==> src/hw/flash_erase_params.svh <==
// Offsets, field positions, reset values and cycle counts of the erase
// command sequencer. Assumes an AXI4-Lite slave with 32-bit aligned words.
`ifndef FLASH_ERASE_PARAMS_SVH
`define FLASH_ERASE_PARAMS_SVH

// Register indices; byte address is four times the index
`define IDX_MEMORY_STATUS 4'h0
`define IDX_COMMAND_PARAM_INDEX 4'h2
`define IDX_COMMAND_PARAM_DATA 4'h4
`define IDX_SECURITY 4'h6

// Status register field positions
`define STAT_COMPLETE_BIT 7
`define STAT_ACCESS_ERR_BIT 5
`define STAT_PROT_VIOL_BIT 4
`define STAT_VERIFY_ANY_BIT 1
`define STAT_VERIFY_UNCORR_BIT 0

// Security register field positions
`define SEC_SECURED_BIT 2

// Reset values
`define COMPLETE_RESET 1'b1
`define PARAM_INDEX_RESET 3'h0

// Command codes, launch requirement and unsecured security value
`define CMD_ERASE_BLOCK 8'h09
`define CMD_ERASE_SECTOR 8'h0A
`define REQUIRED_PARAM_INDEX 3'h1
`define SEC_UNSECURED 2'h2

// Operation lengths: memory-operation cycles and bus cycles
`define ERS_BLK_P_OP_CYCLES 100060
`define ERS_BLK_P_BUS_CYCLES 33681
`define ERS_BLK_D_OP_CYCLES 100060
`define ERS_BLK_D_BUS_CYCLES 1154
`define ERS_SEC_OP_CYCLES 20015
`define ERS_SEC_BUS_CYCLES 914

// Clock rates in kHz
`define BUS_CLOCK_KHZ 25000
`define MEMORY_OP_CLOCK_KHZ 1000

`endif

==> src/hw/flash_erase_pkg.sv <==
// Types shared by the erase command sequencer.
// Assumes nothing beyond a SystemVerilog package scope.
package flash_erase_pkg;

  typedef enum logic [2:0] {
    ST_IDLE = 3'b001,
    ST_ERASE = 3'b010,
    ST_VERIFY = 3'b100
  } seq_state_e;

  typedef logic [1:0] axi_resp_t;

  localparam axi_resp_t RESP_OKAY = 2'h0;
  localparam axi_resp_t RESP_SLVERR = 2'h2;

endpackage : flash_erase_pkg
==> src/hw/flash_erase_command_sequencer.sv <==
// Erase command sequencer of a non-volatile memory controller with an
// AXI4-Lite register slave. Assumes one clock at 25 MHz, the array itself
// and its verify read path outside, reporting results on plain inputs.
`timescale 1ns/100ps
`include "flash_erase_params.svh"

module flash_erase_command_sequencer #(
  parameter int ADDR_W = 8,
  parameter int NUM_PARAMS = 6,
  parameter logic [23:0] PF_BASE = 24'h800000,
  parameter logic [23:0] PF_SIZE = 24'h010000,
  parameter logic [23:0] EE_BASE = 24'h100000,
  parameter logic [23:0] EE_SIZE = 24'h001000,
  parameter int BLK_P_OP = `ERS_BLK_P_OP_CYCLES,
  parameter int BLK_P_BUS = `ERS_BLK_P_BUS_CYCLES,
  parameter int BLK_D_OP = `ERS_BLK_D_OP_CYCLES,
  parameter int BLK_D_BUS = `ERS_BLK_D_BUS_CYCLES,
  parameter int SEC_OP = `ERS_SEC_OP_CYCLES,
  parameter int SEC_BUS = `ERS_SEC_BUS_CYCLES,
  parameter int OP_DIV = `BUS_CLOCK_KHZ / `MEMORY_OP_CLOCK_KHZ
) (
  input wire logic clk,
  input wire logic nrst,
  input wire logic [ADDR_W-1:0] s_axi_awaddr,
  input wire logic s_axi_awvalid,
  output logic s_axi_awready,
  input wire logic [31:0] s_axi_wdata,
  input wire logic [3:0] s_axi_wstrb,
  input wire logic s_axi_wvalid,
  output logic s_axi_wready,
  output flash_erase_pkg::axi_resp_t s_axi_bresp,
  output logic s_axi_bvalid,
  input wire logic s_axi_bready,
  input wire logic [ADDR_W-1:0] s_axi_araddr,
  input wire logic s_axi_arvalid,
  output logic s_axi_arready,
  output logic [31:0] s_axi_rdata,
  output flash_erase_pkg::axi_resp_t s_axi_rresp,
  output logic s_axi_rvalid,
  input wire logic s_axi_rready,
  input wire logic mode_allows_erase,
  input wire logic pflash_protect_any,
  input wire logic eeprom_protect_any,
  input wire logic verify_error,
  input wire logic verify_uncorrectable,
  input wire logic [1:0] security_state_field,
  input wire logic backdoor_unsecured,
  output logic erase_active,
  output logic verify_active,
  output logic erase_sector,
  output logic erase_eeprom,
  output logic [23:0] erase_addr,
  output logic secured
);
  import flash_erase_pkg::*;

  localparam int OPW = 17;
  localparam int BUSW = 16;
  localparam int DIVW = 8;

  // Bus slave state
  logic awready_reg;
  logic wready_reg;
  logic bvalid_reg;
  axi_resp_t bresp_reg;
  logic arready_reg;
  logic rvalid_reg;
  logic [31:0] rdata_reg;
  axi_resp_t rresp_reg;
  logic [ADDR_W-1:0] waddr_reg;
  logic [31:0] wdata_reg;
  logic [3:0] wstrb_reg;

  // Sequencer state
  seq_state_e state_reg;
  logic [2:0] param_index_reg;
  logic complete_reg;
  logic access_err_reg;
  logic prot_viol_reg;
  logic verify_any_reg;
  logic verify_uncorr_reg;
  logic seen_err_reg;
  logic seen_uncorr_reg;
  logic [OPW-1:0] op_cnt_reg;
  logic [OPW-1:0] op_target_reg;
  logic [BUSW-1:0] bus_cnt_reg;
  logic [BUSW-1:0] bus_target_reg;
  logic [DIVW-1:0] div_cnt_reg;
  logic sector_reg;
  logic eeprom_reg;
  logic [23:0] addr_reg;
  logic [1:0] sec_field_reg;
  logic secured_reg;

  // Write path decode; a write fires once address and data are both held
  wire wr_fire = !awready_reg && !wready_reg && !bvalid_reg;
  wire w_upper_zero = (waddr_reg[ADDR_W-1:6] == '0);
  wire [3:0] w_idx = waddr_reg[5:2];
  wire wr_status = wr_fire && w_upper_zero
                   && (w_idx == `IDX_MEMORY_STATUS) && wstrb_reg[0];
  wire wr_index = wr_fire && w_upper_zero
                  && (w_idx == `IDX_COMMAND_PARAM_INDEX) && wstrb_reg[0];
  wire wr_data = wr_fire && w_upper_zero
                 && (w_idx == `IDX_COMMAND_PARAM_DATA);
  wire w_mapped = w_upper_zero && ((w_idx == `IDX_MEMORY_STATUS)
                  || (w_idx == `IDX_COMMAND_PARAM_INDEX)
                  || (w_idx == `IDX_COMMAND_PARAM_DATA)
                  || (w_idx == `IDX_SECURITY));

  wire busy = !complete_reg;
  wire idle = (state_reg == ST_IDLE);

  // Parameter array, one 16-bit word per entry
  logic [16*NUM_PARAMS-1:0] param_flat;

  genvar gi;
  generate
    for (gi = 0; gi < NUM_PARAMS; gi++) begin : g_param
      logic [15:0] word_reg;
      wire sel = wr_data && !busy && (param_index_reg == 3'(gi));
      always_ff @(posedge clk or negedge nrst) begin
        if (!nrst) begin
          word_reg <= 16'h0000;
        end else if (sel) begin
          if (wstrb_reg[0]) word_reg[7:0] <= wdata_reg[7:0];
          if (wstrb_reg[1]) word_reg[15:8] <= wdata_reg[15:8];
        end
      end
      assign param_flat[16*gi +: 16] = word_reg;
    end
  endgenerate

  wire [15:0] param_word_0 = param_flat[15:0];
  wire [15:0] param_word_1 = param_flat[31:16];
  wire [15:0] cur_param = (32'(param_index_reg) < NUM_PARAMS)
                          ? param_flat[16*param_index_reg +: 16]
                          : 16'h0000;

  // Command decode of the loaded parameters
  wire [7:0] cmd_code = param_word_0[15:8];
  wire [23:0] cmd_addr = {param_word_0[7:0], param_word_1};
  wire is_blk = (cmd_code == `CMD_ERASE_BLOCK);
  wire is_sec = (cmd_code == `CMD_ERASE_SECTOR);
  wire [23:0] pf_off = cmd_addr - PF_BASE;
  wire [23:0] ee_off = cmd_addr - EE_BASE;
  wire in_pf = (cmd_addr >= PF_BASE) && (pf_off < PF_SIZE);
  wire in_ee = (cmd_addr >= EE_BASE) && (ee_off < EE_SIZE);

  // Launch is a one written to the complete bit while it is set
  wire launch = wr_status && wdata_reg[`STAT_COMPLETE_BIT]
                && complete_reg && idle
                && !access_err_reg && !prot_viol_reg;
  wire err_index = (param_index_reg != `REQUIRED_PARAM_INDEX);
  wire err_mode = !mode_allows_erase || !(is_blk || is_sec);
  // A sector erase only exists in program memory
  wire err_addr = !(in_pf || (in_ee && is_blk));
  wire err_align = (in_pf && (cmd_addr[2:0] != 3'h0))
                   || (in_ee && cmd_addr[0]);
  wire acc_err = err_index || err_mode || err_addr || err_align;
  wire prot_err = is_blk && ((in_pf && pflash_protect_any)
                  || (in_ee && eeprom_protect_any));
  wire start = launch && !acc_err && !prot_err;

  // Operation length selection
  wire [OPW-1:0] op_sel = is_sec ? OPW'(SEC_OP)
                          : in_ee ? OPW'(BLK_D_OP)
                          : OPW'(BLK_P_OP);
  wire [BUSW-1:0] bus_sel = is_sec ? BUSW'(SEC_BUS)
                            : in_ee ? BUSW'(BLK_D_BUS)
                            : BUSW'(BLK_P_BUS);

  // Memory-operation clock as a tick every OP_DIV bus cycles
  wire op_tick = (div_cnt_reg == DIVW'(OP_DIV - 1));
  wire erase_last = (state_reg == ST_ERASE) && op_tick
                    && (op_cnt_reg == op_target_reg - 1'b1);
  wire verify_last = (state_reg == ST_VERIFY)
                     && (bus_cnt_reg == bus_target_reg - 1'b1);

  // Status flag clears: write one to clear; a set in the same cycle wins
  wire clr_acc = wr_status && wdata_reg[`STAT_ACCESS_ERR_BIT];
  wire clr_prot = wr_status && wdata_reg[`STAT_PROT_VIOL_BIT];
  wire any_verify_err = verify_error || verify_uncorrectable;

  // Read data decode
  wire r_upper_zero = (s_axi_araddr[ADDR_W-1:6] == '0);
  wire [3:0] r_idx = s_axi_araddr[5:2];
  wire [31:0] status_word = {24'h000000, complete_reg, 1'b0,
                             access_err_reg, prot_viol_reg, 2'h0,
                             verify_any_reg, verify_uncorr_reg};
  wire [31:0] index_word = {29'h00000000, param_index_reg};
  wire [31:0] data_word = {16'h0000, cur_param};
  wire [31:0] sec_word = {29'h00000000, secured_reg, sec_field_reg};
  wire r_status = r_upper_zero && (r_idx == `IDX_MEMORY_STATUS);
  wire r_index = r_upper_zero && (r_idx == `IDX_COMMAND_PARAM_INDEX);
  wire r_data = r_upper_zero && (r_idx == `IDX_COMMAND_PARAM_DATA);
  wire r_sec = r_upper_zero && (r_idx == `IDX_SECURITY);
  wire r_mapped = r_status || r_index || r_data || r_sec;
  wire [31:0] rd_mux = r_status ? status_word
                       : r_index ? index_word
                       : r_data ? data_word
                       : r_sec ? sec_word
                       : 32'h00000000;

  // Security decode; backdoor unsecure overrides the stored field
  wire [1:0] sec_eff = backdoor_unsecured ? `SEC_UNSECURED
                       : security_state_field;

  // Write address and data channels, taken in either order
  always_ff @(posedge clk or negedge nrst) begin
    if (!nrst) begin
      awready_reg <= 1'b1;
      waddr_reg <= '0;
    end else if (s_axi_awvalid && awready_reg) begin
      awready_reg <= 1'b0;
      waddr_reg <= s_axi_awaddr;
    end else if (bvalid_reg && s_axi_bready) begin
      awready_reg <= 1'b1;
    end
  end

  always_ff @(posedge clk or negedge nrst) begin
    if (!nrst) begin
      wready_reg <= 1'b1;
      wdata_reg <= 32'h00000000;
      wstrb_reg <= 4'h0;
    end else if (s_axi_wvalid && wready_reg) begin
      wready_reg <= 1'b0;
      wdata_reg <= s_axi_wdata;
      wstrb_reg <= s_axi_wstrb;
    end else if (bvalid_reg && s_axi_bready) begin
      wready_reg <= 1'b1;
    end
  end

  always_ff @(posedge clk or negedge nrst) begin
    if (!nrst) begin
      bvalid_reg <= 1'b0;
      bresp_reg <= RESP_OKAY;
    end else if (wr_fire) begin
      bvalid_reg <= 1'b1;
      bresp_reg <= w_mapped ? RESP_OKAY : RESP_SLVERR;
    end else if (s_axi_bready) begin
      bvalid_reg <= 1'b0;
    end
  end

  // Read channel
  always_ff @(posedge clk or negedge nrst) begin
    if (!nrst) begin
      arready_reg <= 1'b1;
      rvalid_reg <= 1'b0;
      rdata_reg <= 32'h00000000;
      rresp_reg <= RESP_OKAY;
    end else if (s_axi_arvalid && arready_reg) begin
      arready_reg <= 1'b0;
      rvalid_reg <= 1'b1;
      rdata_reg <= rd_mux;
      rresp_reg <= r_mapped ? RESP_OKAY : RESP_SLVERR;
    end else if (rvalid_reg && s_axi_rready) begin
      arready_reg <= 1'b1;
      rvalid_reg <= 1'b0;
    end
  end

  // Parameter index; frozen while a command runs
  always_ff @(posedge clk or negedge nrst) begin
    if (!nrst) begin
      param_index_reg <= `PARAM_INDEX_RESET;
    end else if (wr_index && !busy) begin
      param_index_reg <= wdata_reg[2:0];
    end
  end

  // Complete flag: cleared by a good launch, set when verify ends
  always_ff @(posedge clk or negedge nrst) begin
    if (!nrst) begin
      complete_reg <= `COMPLETE_RESET;
    end else if (verify_last) begin
      complete_reg <= 1'b1;
    end else if (start) begin
      complete_reg <= 1'b0;
    end
  end

  always_ff @(posedge clk or negedge nrst) begin
    if (!nrst) begin
      access_err_reg <= 1'b0;
      prot_viol_reg <= 1'b0;
    end else begin
      access_err_reg <= (launch && acc_err)
                        || (access_err_reg && !clr_acc);
      prot_viol_reg <= (launch && !acc_err && prot_err)
                       || (prot_viol_reg && !clr_prot);
    end
  end

  // Sequencer: erase phase on operation ticks, verify phase on bus cycles
  always_ff @(posedge clk or negedge nrst) begin
    if (!nrst) begin
      state_reg <= ST_IDLE;
    end else begin
      case (state_reg)
        ST_IDLE: if (start) state_reg <= ST_ERASE;
        ST_ERASE: if (erase_last) state_reg <= ST_VERIFY;
        ST_VERIFY: if (verify_last) state_reg <= ST_IDLE;
        default: state_reg <= ST_IDLE;
      endcase
    end
  end

  // Divider restarts at launch so the erase phase is exact
  always_ff @(posedge clk or negedge nrst) begin
    if (!nrst) begin
      div_cnt_reg <= '0;
    end else if (start || op_tick) begin
      div_cnt_reg <= '0;
    end else begin
      div_cnt_reg <= div_cnt_reg + 1'b1;
    end
  end

  always_ff @(posedge clk or negedge nrst) begin
    if (!nrst) begin
      op_cnt_reg <= '0;
      op_target_reg <= '0;
      bus_cnt_reg <= '0;
      bus_target_reg <= '0;
    end else if (start) begin
      op_cnt_reg <= '0;
      op_target_reg <= op_sel;
      bus_cnt_reg <= '0;
      bus_target_reg <= bus_sel;
    end else begin
      if (state_reg == ST_ERASE && op_tick) op_cnt_reg <= op_cnt_reg + 1'b1;
      if (state_reg == ST_VERIFY) bus_cnt_reg <= bus_cnt_reg + 1'b1;
    end
  end

  // Target of the running command, held for the array
  always_ff @(posedge clk or negedge nrst) begin
    if (!nrst) begin
      sector_reg <= 1'b0;
      eeprom_reg <= 1'b0;
      addr_reg <= 24'h000000;
    end else if (start) begin
      sector_reg <= is_sec;
      eeprom_reg <= in_ee;
      addr_reg <= cmd_addr;
    end
  end

  // Verify results collect over the pass and post at its end
  always_ff @(posedge clk or negedge nrst) begin
    if (!nrst) begin
      seen_err_reg <= 1'b0;
      seen_uncorr_reg <= 1'b0;
    end else if (start) begin
      seen_err_reg <= 1'b0;
      seen_uncorr_reg <= 1'b0;
    end else if (state_reg == ST_VERIFY) begin
      seen_err_reg <= seen_err_reg || any_verify_err;
      seen_uncorr_reg <= seen_uncorr_reg || verify_uncorrectable;
    end
  end

  always_ff @(posedge clk or negedge nrst) begin
    if (!nrst) begin
      verify_any_reg <= 1'b0;
      verify_uncorr_reg <= 1'b0;
    end else if (start) begin
      verify_any_reg <= 1'b0;
      verify_uncorr_reg <= 1'b0;
    end else if (verify_last) begin
      verify_any_reg <= seen_err_reg || any_verify_err;
      verify_uncorr_reg <= seen_uncorr_reg || verify_uncorrectable;
    end
  end

  always_ff @(posedge clk or negedge nrst) begin
    if (!nrst) begin
      sec_field_reg <= 2'h0;
      secured_reg <= 1'b1;
    end else begin
      sec_field_reg <= sec_eff;
      secured_reg <= (sec_eff != `SEC_UNSECURED);
    end
  end

  assign s_axi_awready = awready_reg;
  assign s_axi_wready = wready_reg;
  assign s_axi_bvalid = bvalid_reg;
  assign s_axi_bresp = bresp_reg;
  assign s_axi_arready = arready_reg;
  assign s_axi_rvalid = rvalid_reg;
  assign s_axi_rdata = rdata_reg;
  assign s_axi_rresp = rresp_reg;
  assign erase_active = state_reg[1];
  assign verify_active = state_reg[2];
  assign erase_sector = sector_reg;
  assign erase_eeprom = eeprom_reg;
  assign erase_addr = addr_reg;
  assign secured = secured_reg;

endmodule : flash_erase_command_sequencer

==> config.mk <==
export PLATFORM = sky130hd
export DESIGN_NAME = flash_erase_command_sequencer
export DESIGN_NICKNAME = d
export VERILOG_FILES = /design/src/hw/flash_erase_pkg.sv /design/src/hw/flash_erase_command_sequencer.sv
export VERILOG_INCLUDE_DIRS = /design/src /design/src/hw
export SDC_FILE = /design/constraint.sdc
export NUM_CORES = 1
export LEC_CHECK = 0
export BUFFER_PORTS_ARGS = -buffer_cell sky130_fd_sc_hd__buf_2
export CORE_ASPECT_RATIO = 0.9
export CORE_MARGIN = 4
export CORE_UTILIZATION = 60
export CTS_BUF_LIST = sky130_fd_sc_hd__clkbuf_8
export DETAILED_ROUTE_END_ITERATION = 7
export MAX_ROUTING_LAYER = met4
export PLACE_DENSITY = 0.82
export SLEW_MARGIN = 10
export SYNTH_ARGS = -nofsm -noshare
export SYNTH_HDL_FRONTEND = slang
export SYNTH_SLANG_ARGS = --single-unit
==> constraint.sdc <==
create_clock -name clk -period 6.8 [get_ports clk]
set_clock_uncertainty 0.1 [all_clocks]
set_input_delay 1.36 -clock clk [delete_from_list [all_inputs] [get_ports clk]]
set_output_delay 1.36 -clock clk [all_outputs]
set_load 0.01 [all_outputs]
==> impl_metrics.toml, run 1 <==
[run_status]
status = "complete, no violations"

[worst_setup_path]
crit_type = "primary input to register"
crit_start = "s_axi_araddr[7]"
r2r-start = "g_param[0].word_reg[2]"
cp-end-kind = "register"
crit_arrival_ns = 4.08
critPathRequiredTime_ns = 7.14
critPathLaunchType = "primary input"
rrSetupSlack_ns = 3.39
path_max_fanout = 10

[global_routing]
grt_pass1_vias = 7637
grt_max_degree = 121
antenna_found_initial = 0
grt_overflow_total = 0
grt_usage_pct = 24.4
grt_pass1_wl_microns = 40100

[placement]
placed_cell_area_sq_mm = 0.0118
dp_hpwl_microns = 16500
io_buffers = 96
routabilityCongestion = 0.867

[cells_and_area]
fin_area_sq_mm = 0.0126
multi_input_area_sq_mm = 0.00498
fill_cells = 1308
nNetsFinal = 1103
diodes = 0
area_growth_pct = 12.6
drive_above_1_share_pct = 33.1
regArea_sq_mm = 0.00581
largest_reg_flops = 96

[synthesis]
ys_ff_latch = 232
syn_avg_cell_area_sq_um = 12.2
synth-seq-area-share_pct = 52.0
async_flop_share_pct = 100
synthDistinctLibCells = 76
syn_inst = 920
synthFlopType = "dfrtp_1"
syn-cell-area_sq_mm = 0.0112
synth_edf_count = 0
synth_warnings = 0

[route]
ant_nets = 0
drt_iter0_drc = 664
vias_per_cell = 5.88
drt_wl_total_microns = 24600
drc = 0
routedWlPerCell_microns = 18.9
num_vias = 7630
drt_pre_antenna_iters = 5

[die]
ioPinCount = 137
coreArea_sq_mm = 0.0183
die_w_microns = 152
die_area_sq_mm = 0.0209
die_h_microns = 138
rows = 47
start_util_pct = 61.0

[clocking]
cts_buffers = 37
clock_latency_ns = 0.52
post_cts_buffers = 0
cts-root-buf = "clkbuf_8"
path_clk_slew_ns = 0.06
post_cts_resized = 0
holdBufCountCts = 0
cts_tree = "yes"
h-tree-depth = 2
cts.sinks = 232
cts_buffer_depth = 3

[power_and_ir_drop]
power.leakage_nw = 5.85
irDropWorstVdd_uv = 217
power_density_mw_per_mm2 = 248

[sta]
period_share_pct = 55.0
finalSetupTns_ns = 0
grt_setup_unrepaired = "no"
period_needed_ns = 3.74
final_max_slew_viol_count = 0
fmax_mhz = 268
final-hold-violation-count = 0
slew_headroom_pct = 16.5
setup_viol = 0
worst_slew_pin_slew_ns = 1.25

[min_path]
hp-class = "register to register"
hp-start = "s_axi_rdata[7]"

[flow_run]
cap_violations = 0
[power breakdown]
part / switching [mW] / total (mW) / internal (mW)
Sequential: 0.147 / 1.62 / 1.48
Clock: 0.534 / 1.28 / 0.741
Combinational: 0.110 / 0.225 / 0.115
Total: 0.792 / 3.12 / 2.33
[stage by stage]
stage	hold WS, ns	utilization, %	setup slack (ns)	std cells	total power [mW]
floorplan	0.358	-	3.67	937	1.73
global placement	0.363	64.3	2.76	1233	1.86
CTS	0.385	68.7	3.17	1297	3.15
global route	0.410	68.7	2.94	1297	3.25
finish	0.379	68.7	3.06	1297	3.12
detailed placement	0.373	64.3	2.66	1233	1.87
[logic make-up after synthesis]
group	count (synthesis)	synth area share, %
AND/OR/NAND/NOR	246	12.4
flip-flops	232	52.0
other	1	0.0335
adder cells (fa/ha/maj)	9	1.01
buffers and inverters	95	4.12
AO/OA/AOI/OAI	107	6.52
XOR/XNOR	47	3.68
multiplexers	183	20.2
[final timing paths]
check	end	depth (start not counted)
worst max-delay path	s_axi_rdata[9]	5
worst min-delay path	s_axi_rdata[7]	2
worst max register to register	div_cnt_reg[7]	7
worst min register to register	s_axi_rdata[7]	2
max in group asynchronous	s_axi_bresp[1]	2
min in group asynchronous	bus_cnt_reg[13]	1
[metal layers]
layer  up-vias  part of all wire (%)  track usage [%]
met5         -                     0                -
met4         0                   2.7             8.39
met3        52                   5.2             4.08
met2       227                    46             37.6
met1      3885                    46             33.6
li1       3466                     -                -
[synthesized netlist by cell type (3+ instances only)]
cell type    n  area, sq um
a211oi_1     3         22.5
a21o_1       3         22.5
a21oi_1     16         80.1
a22o_1      12          105
a22oi_1      5         37.5
a31oi_1      3         18.8
and3_1      11         68.8
and4_1       7         61.3
buf_1        3         11.3
buf_2        5         25.0
buf_4       20          150
buf_6        3         33.8
clkbuf_1    21         78.8
dfrtp_1    226         5660
dfstp_2      6          158
ha_1         9          113
inv_1       43          161
mux2_2     126         1420
mux2_4      15          225
mux2i_1     26          260
mux4_2      16          360
nand2_1     46          173
nand2b_1    11         68.8
nand3_1     18         90.1
nand3b_1     3         22.5
nand4_1     10         62.6
nand4b_1     3         26.3
nor2_1      59          221
nor2_2      13         81.3
nor2b_1     14         87.6
nor3_1      12         60.1
nor3b_1      3         22.5
nor4_1       4         25.0
nor4b_1      4         35.0
o211ai_1     3         22.5
o21ai_0     22          110
o22ai_1     17          106
or3_1        6         37.5
xnor2_1     18          158
xor2_1      29          254
[critical path, stage by stage]
cell       delay (ns)
buf_2            0.09
or4_1            0.68
a2111oi_2        0.63
nor2b_1          1.05
a22o_1           0.26
[layout make-up]
cell class / instances / share of cell area (%)
clock inverter: 20 / 1.53
clock buffer: 44 / 4.81
tap: 245 / 2.43
inverter: 43 / 1.28
multi-input combinational: 610 / 39.5
timing repair buffer: 103 / 4.31
sequential: 232 / 46.1
[cells in the final DEF (no fill, tap or decap), drive strengths merged, types with 12 or more instances in the layout]
| cell | Yosys | final |
|---|---|---|
| nor2 | 72 | 72 |
| o22ai | 17 | 17 |
| xor2 | 29 | 29 |
| nor3 | 16 | 16 |
| conb | 1 | 18 |
| nor2b | 14 | 14 |
| mux2i | 26 | 26 |
| clkbuf | 21 | 44 |
| a22o | 12 | 12 |
| nand2 | 46 | 46 |
| inv | 43 | 55 |
| a21oi | 16 | 16 |
| buf | 31 | 103 |
| nand3 | 18 | 18 |
| o21ai | 23 | 23 |
| dfrtp | 226 | 226 |
| xnor2 | 18 | 18 |
| mux4 | 16 | 16 |
| mux2 | 141 | 141 |
Note: power is estimated with default switching activity, not from simulation.
==> inputs of run 2 (changes only) <==
==> constraint.sdc (replaced) <==
create_clock -name clk -period 3.85 [get_ports clk]
set_clock_uncertainty 0.1 [all_clocks]
set_input_delay 0.77 -clock clk [delete_from_list [all_inputs] [get_ports clk]]
set_output_delay 0.77 -clock clk [all_outputs]
set_load 0.01 [all_outputs]
==> impl_metrics.toml, run 2 (synthesis results as in run 1) <==
[clocking]
h-tree-depth = 2
post_cts_resized = 0
cts_tree = "yes"
post_cts_buffers = 0
path_clk_slew_ns = 0.06
cts_buffer_depth = 3
cts.sinks = 232
holdBufCountCts = 0
cts-root-buf = "clkbuf_8"
clock_latency_ns = 0.53
cts_buffers = 38

[sta]
period_share_pct = 78.2
fmax_mhz = 332
grt_setup_unrepaired = "no"
period_needed_ns = 3.01
slew_headroom_pct = 29.8
worst_slew_pin_slew_ns = 1.05
finalSetupTns_ns = 0
setup_viol = 0
final-hold-violation-count = 0
final_max_slew_viol_count = 0

[worst_setup_path]
path_max_fanout = 17
max_stage_delay_ns = 0.57
critPathRequiredTime_ns = 4.13
r2r-start = "op_target_reg[14]"
ff2ff_path_depth = 8
crit_arrival_ns = 3.30
reg2reg_to = "state_reg[1]"
path_cells = "inv_1, ha_1, nor3b_1, a21oi_1, o32ai_1, nand4_1, nor4_1, o21ai_0"
cpMaxStageDelayCell = "dfrtp_1"
cp-end-kind = "register"
rrSetupSlack_ns = 0.84
critPathLaunchType = "register"
crit_type = "register to register"

[route]
num_vias = 7595
met2_length_microns = 11600
routedWlPerCell_microns = 19.1
drt_pre_antenna_iters = 5
drt_iter0_drc = 574
drt_wl_total_microns = 25000
wl_met1_microns = 11100
drc = 0
vias_per_cell = 5.81
route.met3.wl_microns = 1660
top_layer = "met4"
ant_nets = 0

[cells_and_area]
diodes = 0
drive_above_1_share_pct = 33.3
nNetsFinal = 1112
fin_area_sq_mm = 0.0126
layout_common_cells = "225 x dfrtp_1, 126 x mux2_2, 95 x buf_2"
finish.utilization_pct = 68.6
area_growth_pct = 12.5
largest_reg_flops = 96
final_common_cell = "dfrtp_1"
final_cells = 1308

[placement]
placed_cells = 1241
io_buffers = 96
placed_cell_area_sq_mm = 0.0119
dp_hpwl_microns = 16900
routabilityCongestion = 0.941

[die]
ioPinCount = 137
die_w_microns = 152
coreArea_sq_mm = 0.0183
start_util_pct = 61.0
rows = 47
die_area_sq_mm = 0.0209
die_h_microns = 138

[global_routing]
grt_max_degree = 106
grt_usage_pct = 25.1
grt_overflow_total = 0
grt_pass1_wl_microns = 40800
grt_pass1_vias = 7708
antenna_found_initial = 0

[min_path]
hp-class = "primary input to async pin"

[power_and_ir_drop]
power_density_mw_per_mm2 = 420
power.leakage_nw = 5.88
irDropWorstVdd_uv = 418

[run_status]
status = "complete, no violations"

[flow_run]
cap_violations = 0
## run 2: cell types whose count changed in the layout (fill, tap and decap cells not counted), sizes merged
cell	change
buf	+8
bufinv	-4
clkbuf	+1
clkinv	+2
inv	+4
## run 2: cell type report
| type | instances | area (sq um) |
|---|---|---|
| clock buffer | 45 | 619 |
| inverter | 43 | 161 |
| timing repair buffer | 111 | 616 |
| fill | 1304 | 5760 |
| clock inverter | 22 | 92.6 |
| sequential | 232 | 5810 |
| multi-input combinational | 610 | 4980 |
| tap | 245 | 307 |
## run 2: metrics by stage
step | setup WS, ns | power, mW | hold slack (ns)
after global placement | 0.846 | 3.29 | 0.359
after global routing | 0.485 | 5.53 | 0.221
after floorplan | 1.31 | 3.06 | 0.358
final | 0.839 | 5.29 | 0.154
after detailed placement | 0.795 | 3.32 | 0.372
after CTS | 0.779 | 5.33 | 0.205
## run 2: critical path, delay by kind of cell, from the launching register on
family          cells  cell delay, ns
compound gates      3            0.52
fa+ha+maj           1            0.43
buf+inv             1            0.23
flops               1            0.57
simple gates        3            1.02
## run 2: metal layers
layer | vias to the layer above | GRT usage (%)
met2 | 261 | 38.8
met1 | 3790 | 33.8
met5 | - | -
met3 | 51 | 4.99
met4 | 0 | 8.34
li1 | 3493 | -
## run 2: where the power goes
part | switching (mW) | total [mW] | internal [mW]
clock network | 0.952 | 2.01 | 1.06
logic | 0.199 | 0.412 | 0.213
registers | 0.255 | 2.86 | 2.61
total | 1.41 | 5.29 | 3.88
## run 2: worst max path at each step
stage | to | slack (ns) | startpoint | depth (start not counted)
final | state_reg[1] | 0.84 | op_target_reg[14] | 8
after global routing | state_reg[1] | 0.49 | op_target_reg[14] | 8
after CTS | div_cnt_reg[1] | 0.78 | waddr_reg[2] | 7
after detailed placement | div_cnt_reg[4] | 0.79 | waddr_reg[2] | 7
after global placement | div_cnt_reg[1] | 0.85 | waddr_reg[2] | 7
after floorplan | s_axi_rdata[15] | 1.31 | s_axi_araddr[7] | 6
==> inputs of run 3 (changes only) <==
--- a/config.mk
+++ b/config.mk
@@ -9,11 +9,11 @@
 export BUFFER_PORTS_ARGS = -buffer_cell sky130_fd_sc_hd__buf_2
 export CORE_ASPECT_RATIO = 0.9
 export CORE_MARGIN = 4
-export CORE_UTILIZATION = 60
+export CORE_UTILIZATION = 55
 export CTS_BUF_LIST = sky130_fd_sc_hd__clkbuf_8
 export DETAILED_ROUTE_END_ITERATION = 7
 export MAX_ROUTING_LAYER = met4
-export PLACE_DENSITY = 0.82
+export PLACE_DENSITY = 0.79
 export SLEW_MARGIN = 10
 export SYNTH_ARGS = -nofsm -noshare
 export SYNTH_HDL_FRONTEND = slang
==> constraint.sdc (replaced) <==
create_clock -name clk -period 2.54 [get_ports clk]
set_clock_uncertainty 0.1 [all_clocks]
set_input_delay 0.508 -clock clk [delete_from_list [all_inputs] [get_ports clk]]
set_output_delay 0.508 -clock clk [all_outputs]
set_load 0.01 [all_outputs]
==> impl_metrics.toml, run 3 (synthesis results as in run 1) <==
[cells_and_area]
finish.utilization_pct = 67.4
area_growth_pct = 20.3
multi_input_area_sq_mm = 0.00515
largest_reg_flops = 96
regArea_sq_mm = 0.00581
nNetsFinal = 1178
fin_area_sq_mm = 0.0135
layout_common_cells = "225 x dfrtp_1, 120 x mux2_2, 95 x buf_2"
diodes = 0
final_common_cell = "dfrtp_1"
final_cells = 1381
fill_cells = 1427
drive_above_1_share_pct = 39.1

[sta]
fmax_mhz = 376
final_max_slew_viol_count = 0
worst_slew_pin_slew_ns = 0.723
fin_ws_ns = -0.118
period_needed_ns = 2.66
grt_setup_unrepaired = "yes"
slew_headroom_pct = 51.8
final-hold-violation-count = 0
period_share_pct = 105
setup_viol = 28
worst_hold_slack_ns = 0.0285

[route]
drc = 0
vias_per_cell = 5.74
ant_nets = 0
routedWlPerCell_microns = 19.5
drt_wl_total_microns = 26900
num_vias = 7927
drt_iter0_drc = 533
drt_pre_antenna_iters = 5

[die]
rows = 49
coreArea_sq_mm = 0.0200
die_h_microns = 143
start_util_pct = 56.0
die_area_sq_mm = 0.0227
ioPinCount = 137
die_w_microns = 158

[placement]
io_buffers = 96
placed_cells = 1304
routabilityCongestion = 0.916
dp_hpwl_microns = 17900
placed_cell_area_sq_mm = 0.0124

[global_routing]
grt_pass1_wl_microns = 41400
grt_pass1_vias = 7893
grt_max_degree = 57
grt_overflow_total = 0
grt_usage_pct = 23.7
antenna_found_initial = 0

[clocking]
h-tree-depth = 2
path_clk_slew_ns = 0.06
cts_buffers = 37
cts_tree = "yes"
cts_buffer_depth = 3
cts.sinks = 232
clock_latency_ns = 0.53
cts-root-buf = "clkbuf_8"

[worst_setup_path]
critPathLaunchType = "register"
crit_arrival_ns = 2.97
critPathRequiredTime_ns = 2.85
crit_type = "register to register"
cp-end-kind = "register"
path_max_fanout = 6

[power_and_ir_drop]
power.leakage_nw = 6.27
p_switching_mw = 2.17
power.internal_mw = 5.92
power_density_mw_per_mm2 = 601
p_seq_share_pct = 53.7
p_comb_share_pct = 9.2
pwr-share-clk_pct = 37.1
power_mw = 8.09
swShare_pct = 26.9
irDropWorstVdd_uv = 510

[run_status]
status = "finished with violations"
violations = "setup timing"

[flow_run]
cap_violations = 0

[min_path]
hp-class = "primary input to register"
[run 3: area by class of cell]
cell class	instances	area share, %
tap	255	2.37
multi-input combinational	610	38.3
clock inverter	19	0.632
clock buffer	44	4.50
timing repair buffer	178	9.84
sequential	232	43.2
inverter	43	1.20
[run 3: final timing paths]
kind,depth (start not counted),endpoint,from,slack (ns)
hold / removal,2,s_axi_awready,s_axi_awvalid,0.03
setup reg to reg,8,erase_addr[8],g_param[0].word_reg[7],-0.12
max in group asynchronous,3,secured,nrst,1.16
setup / recovery,8,erase_addr[8],g_param[0].word_reg[7],-0.12
min in group asynchronous,2,op_cnt_reg[14],nrst,0.40
hold reg to reg,1,s_axi_arready,s_axi_arready,0.39
[run 3: power groups by stage]
stage                     logic [mW]  clock network [mW]  registers, mW
final                          0.746                3.00           4.34
after global routing           0.818                3.23           4.37
after global placement         0.694                   0           4.36
after CTS                      0.725                3.05           4.32
after detailed placement       0.718                   0           4.38
after floorplan                0.376                   0           4.26
[run 3: critical path: stages, from the launching register on]
cell and delay (ns):
dfrtp_1 0.40, or4b_4 0.54, o41a_1 0.37, nor4b_4 0.33
nor4_4 0.08, buf_4 0.15, buf_12 0.13, buf_12 0.14
mux2_4 0.29
[run 3: per-stage QoR]
stage	setup slack, ns	setup TNS [ns]
floorplan	0.107	0
global placement	-0.132	-6.14
detailed placement	-0.160	-10.17
CTS	-0.0853	-1.53
global route	-0.211	-6.96
finish	-0.118	-1.44
[run 3: timing repair]
action,CTS,global route
pin swaps,2,9
cloned,0,5
resized for setup,6,50
setup endpoints to repair,127,143
hold buffers,1,0
buffers inserted,2,7
endpoints found under the hold margin,50,0
[run 3: routing by layer]
| layer | vias to the layer above | GRT usage [%] | part of all wire (%) |
|---|---|---|---|
| li1 | 3622 | - | - |
| met1 | 4016 | 31.6 | 44 |
| met2 | 246 | 38.1 | 50 |
| met3 | 43 | 3.70 | 5.2 |
| met4 | 0 | 6.64 | 1.6 |
| met5 | - | - | 0 |
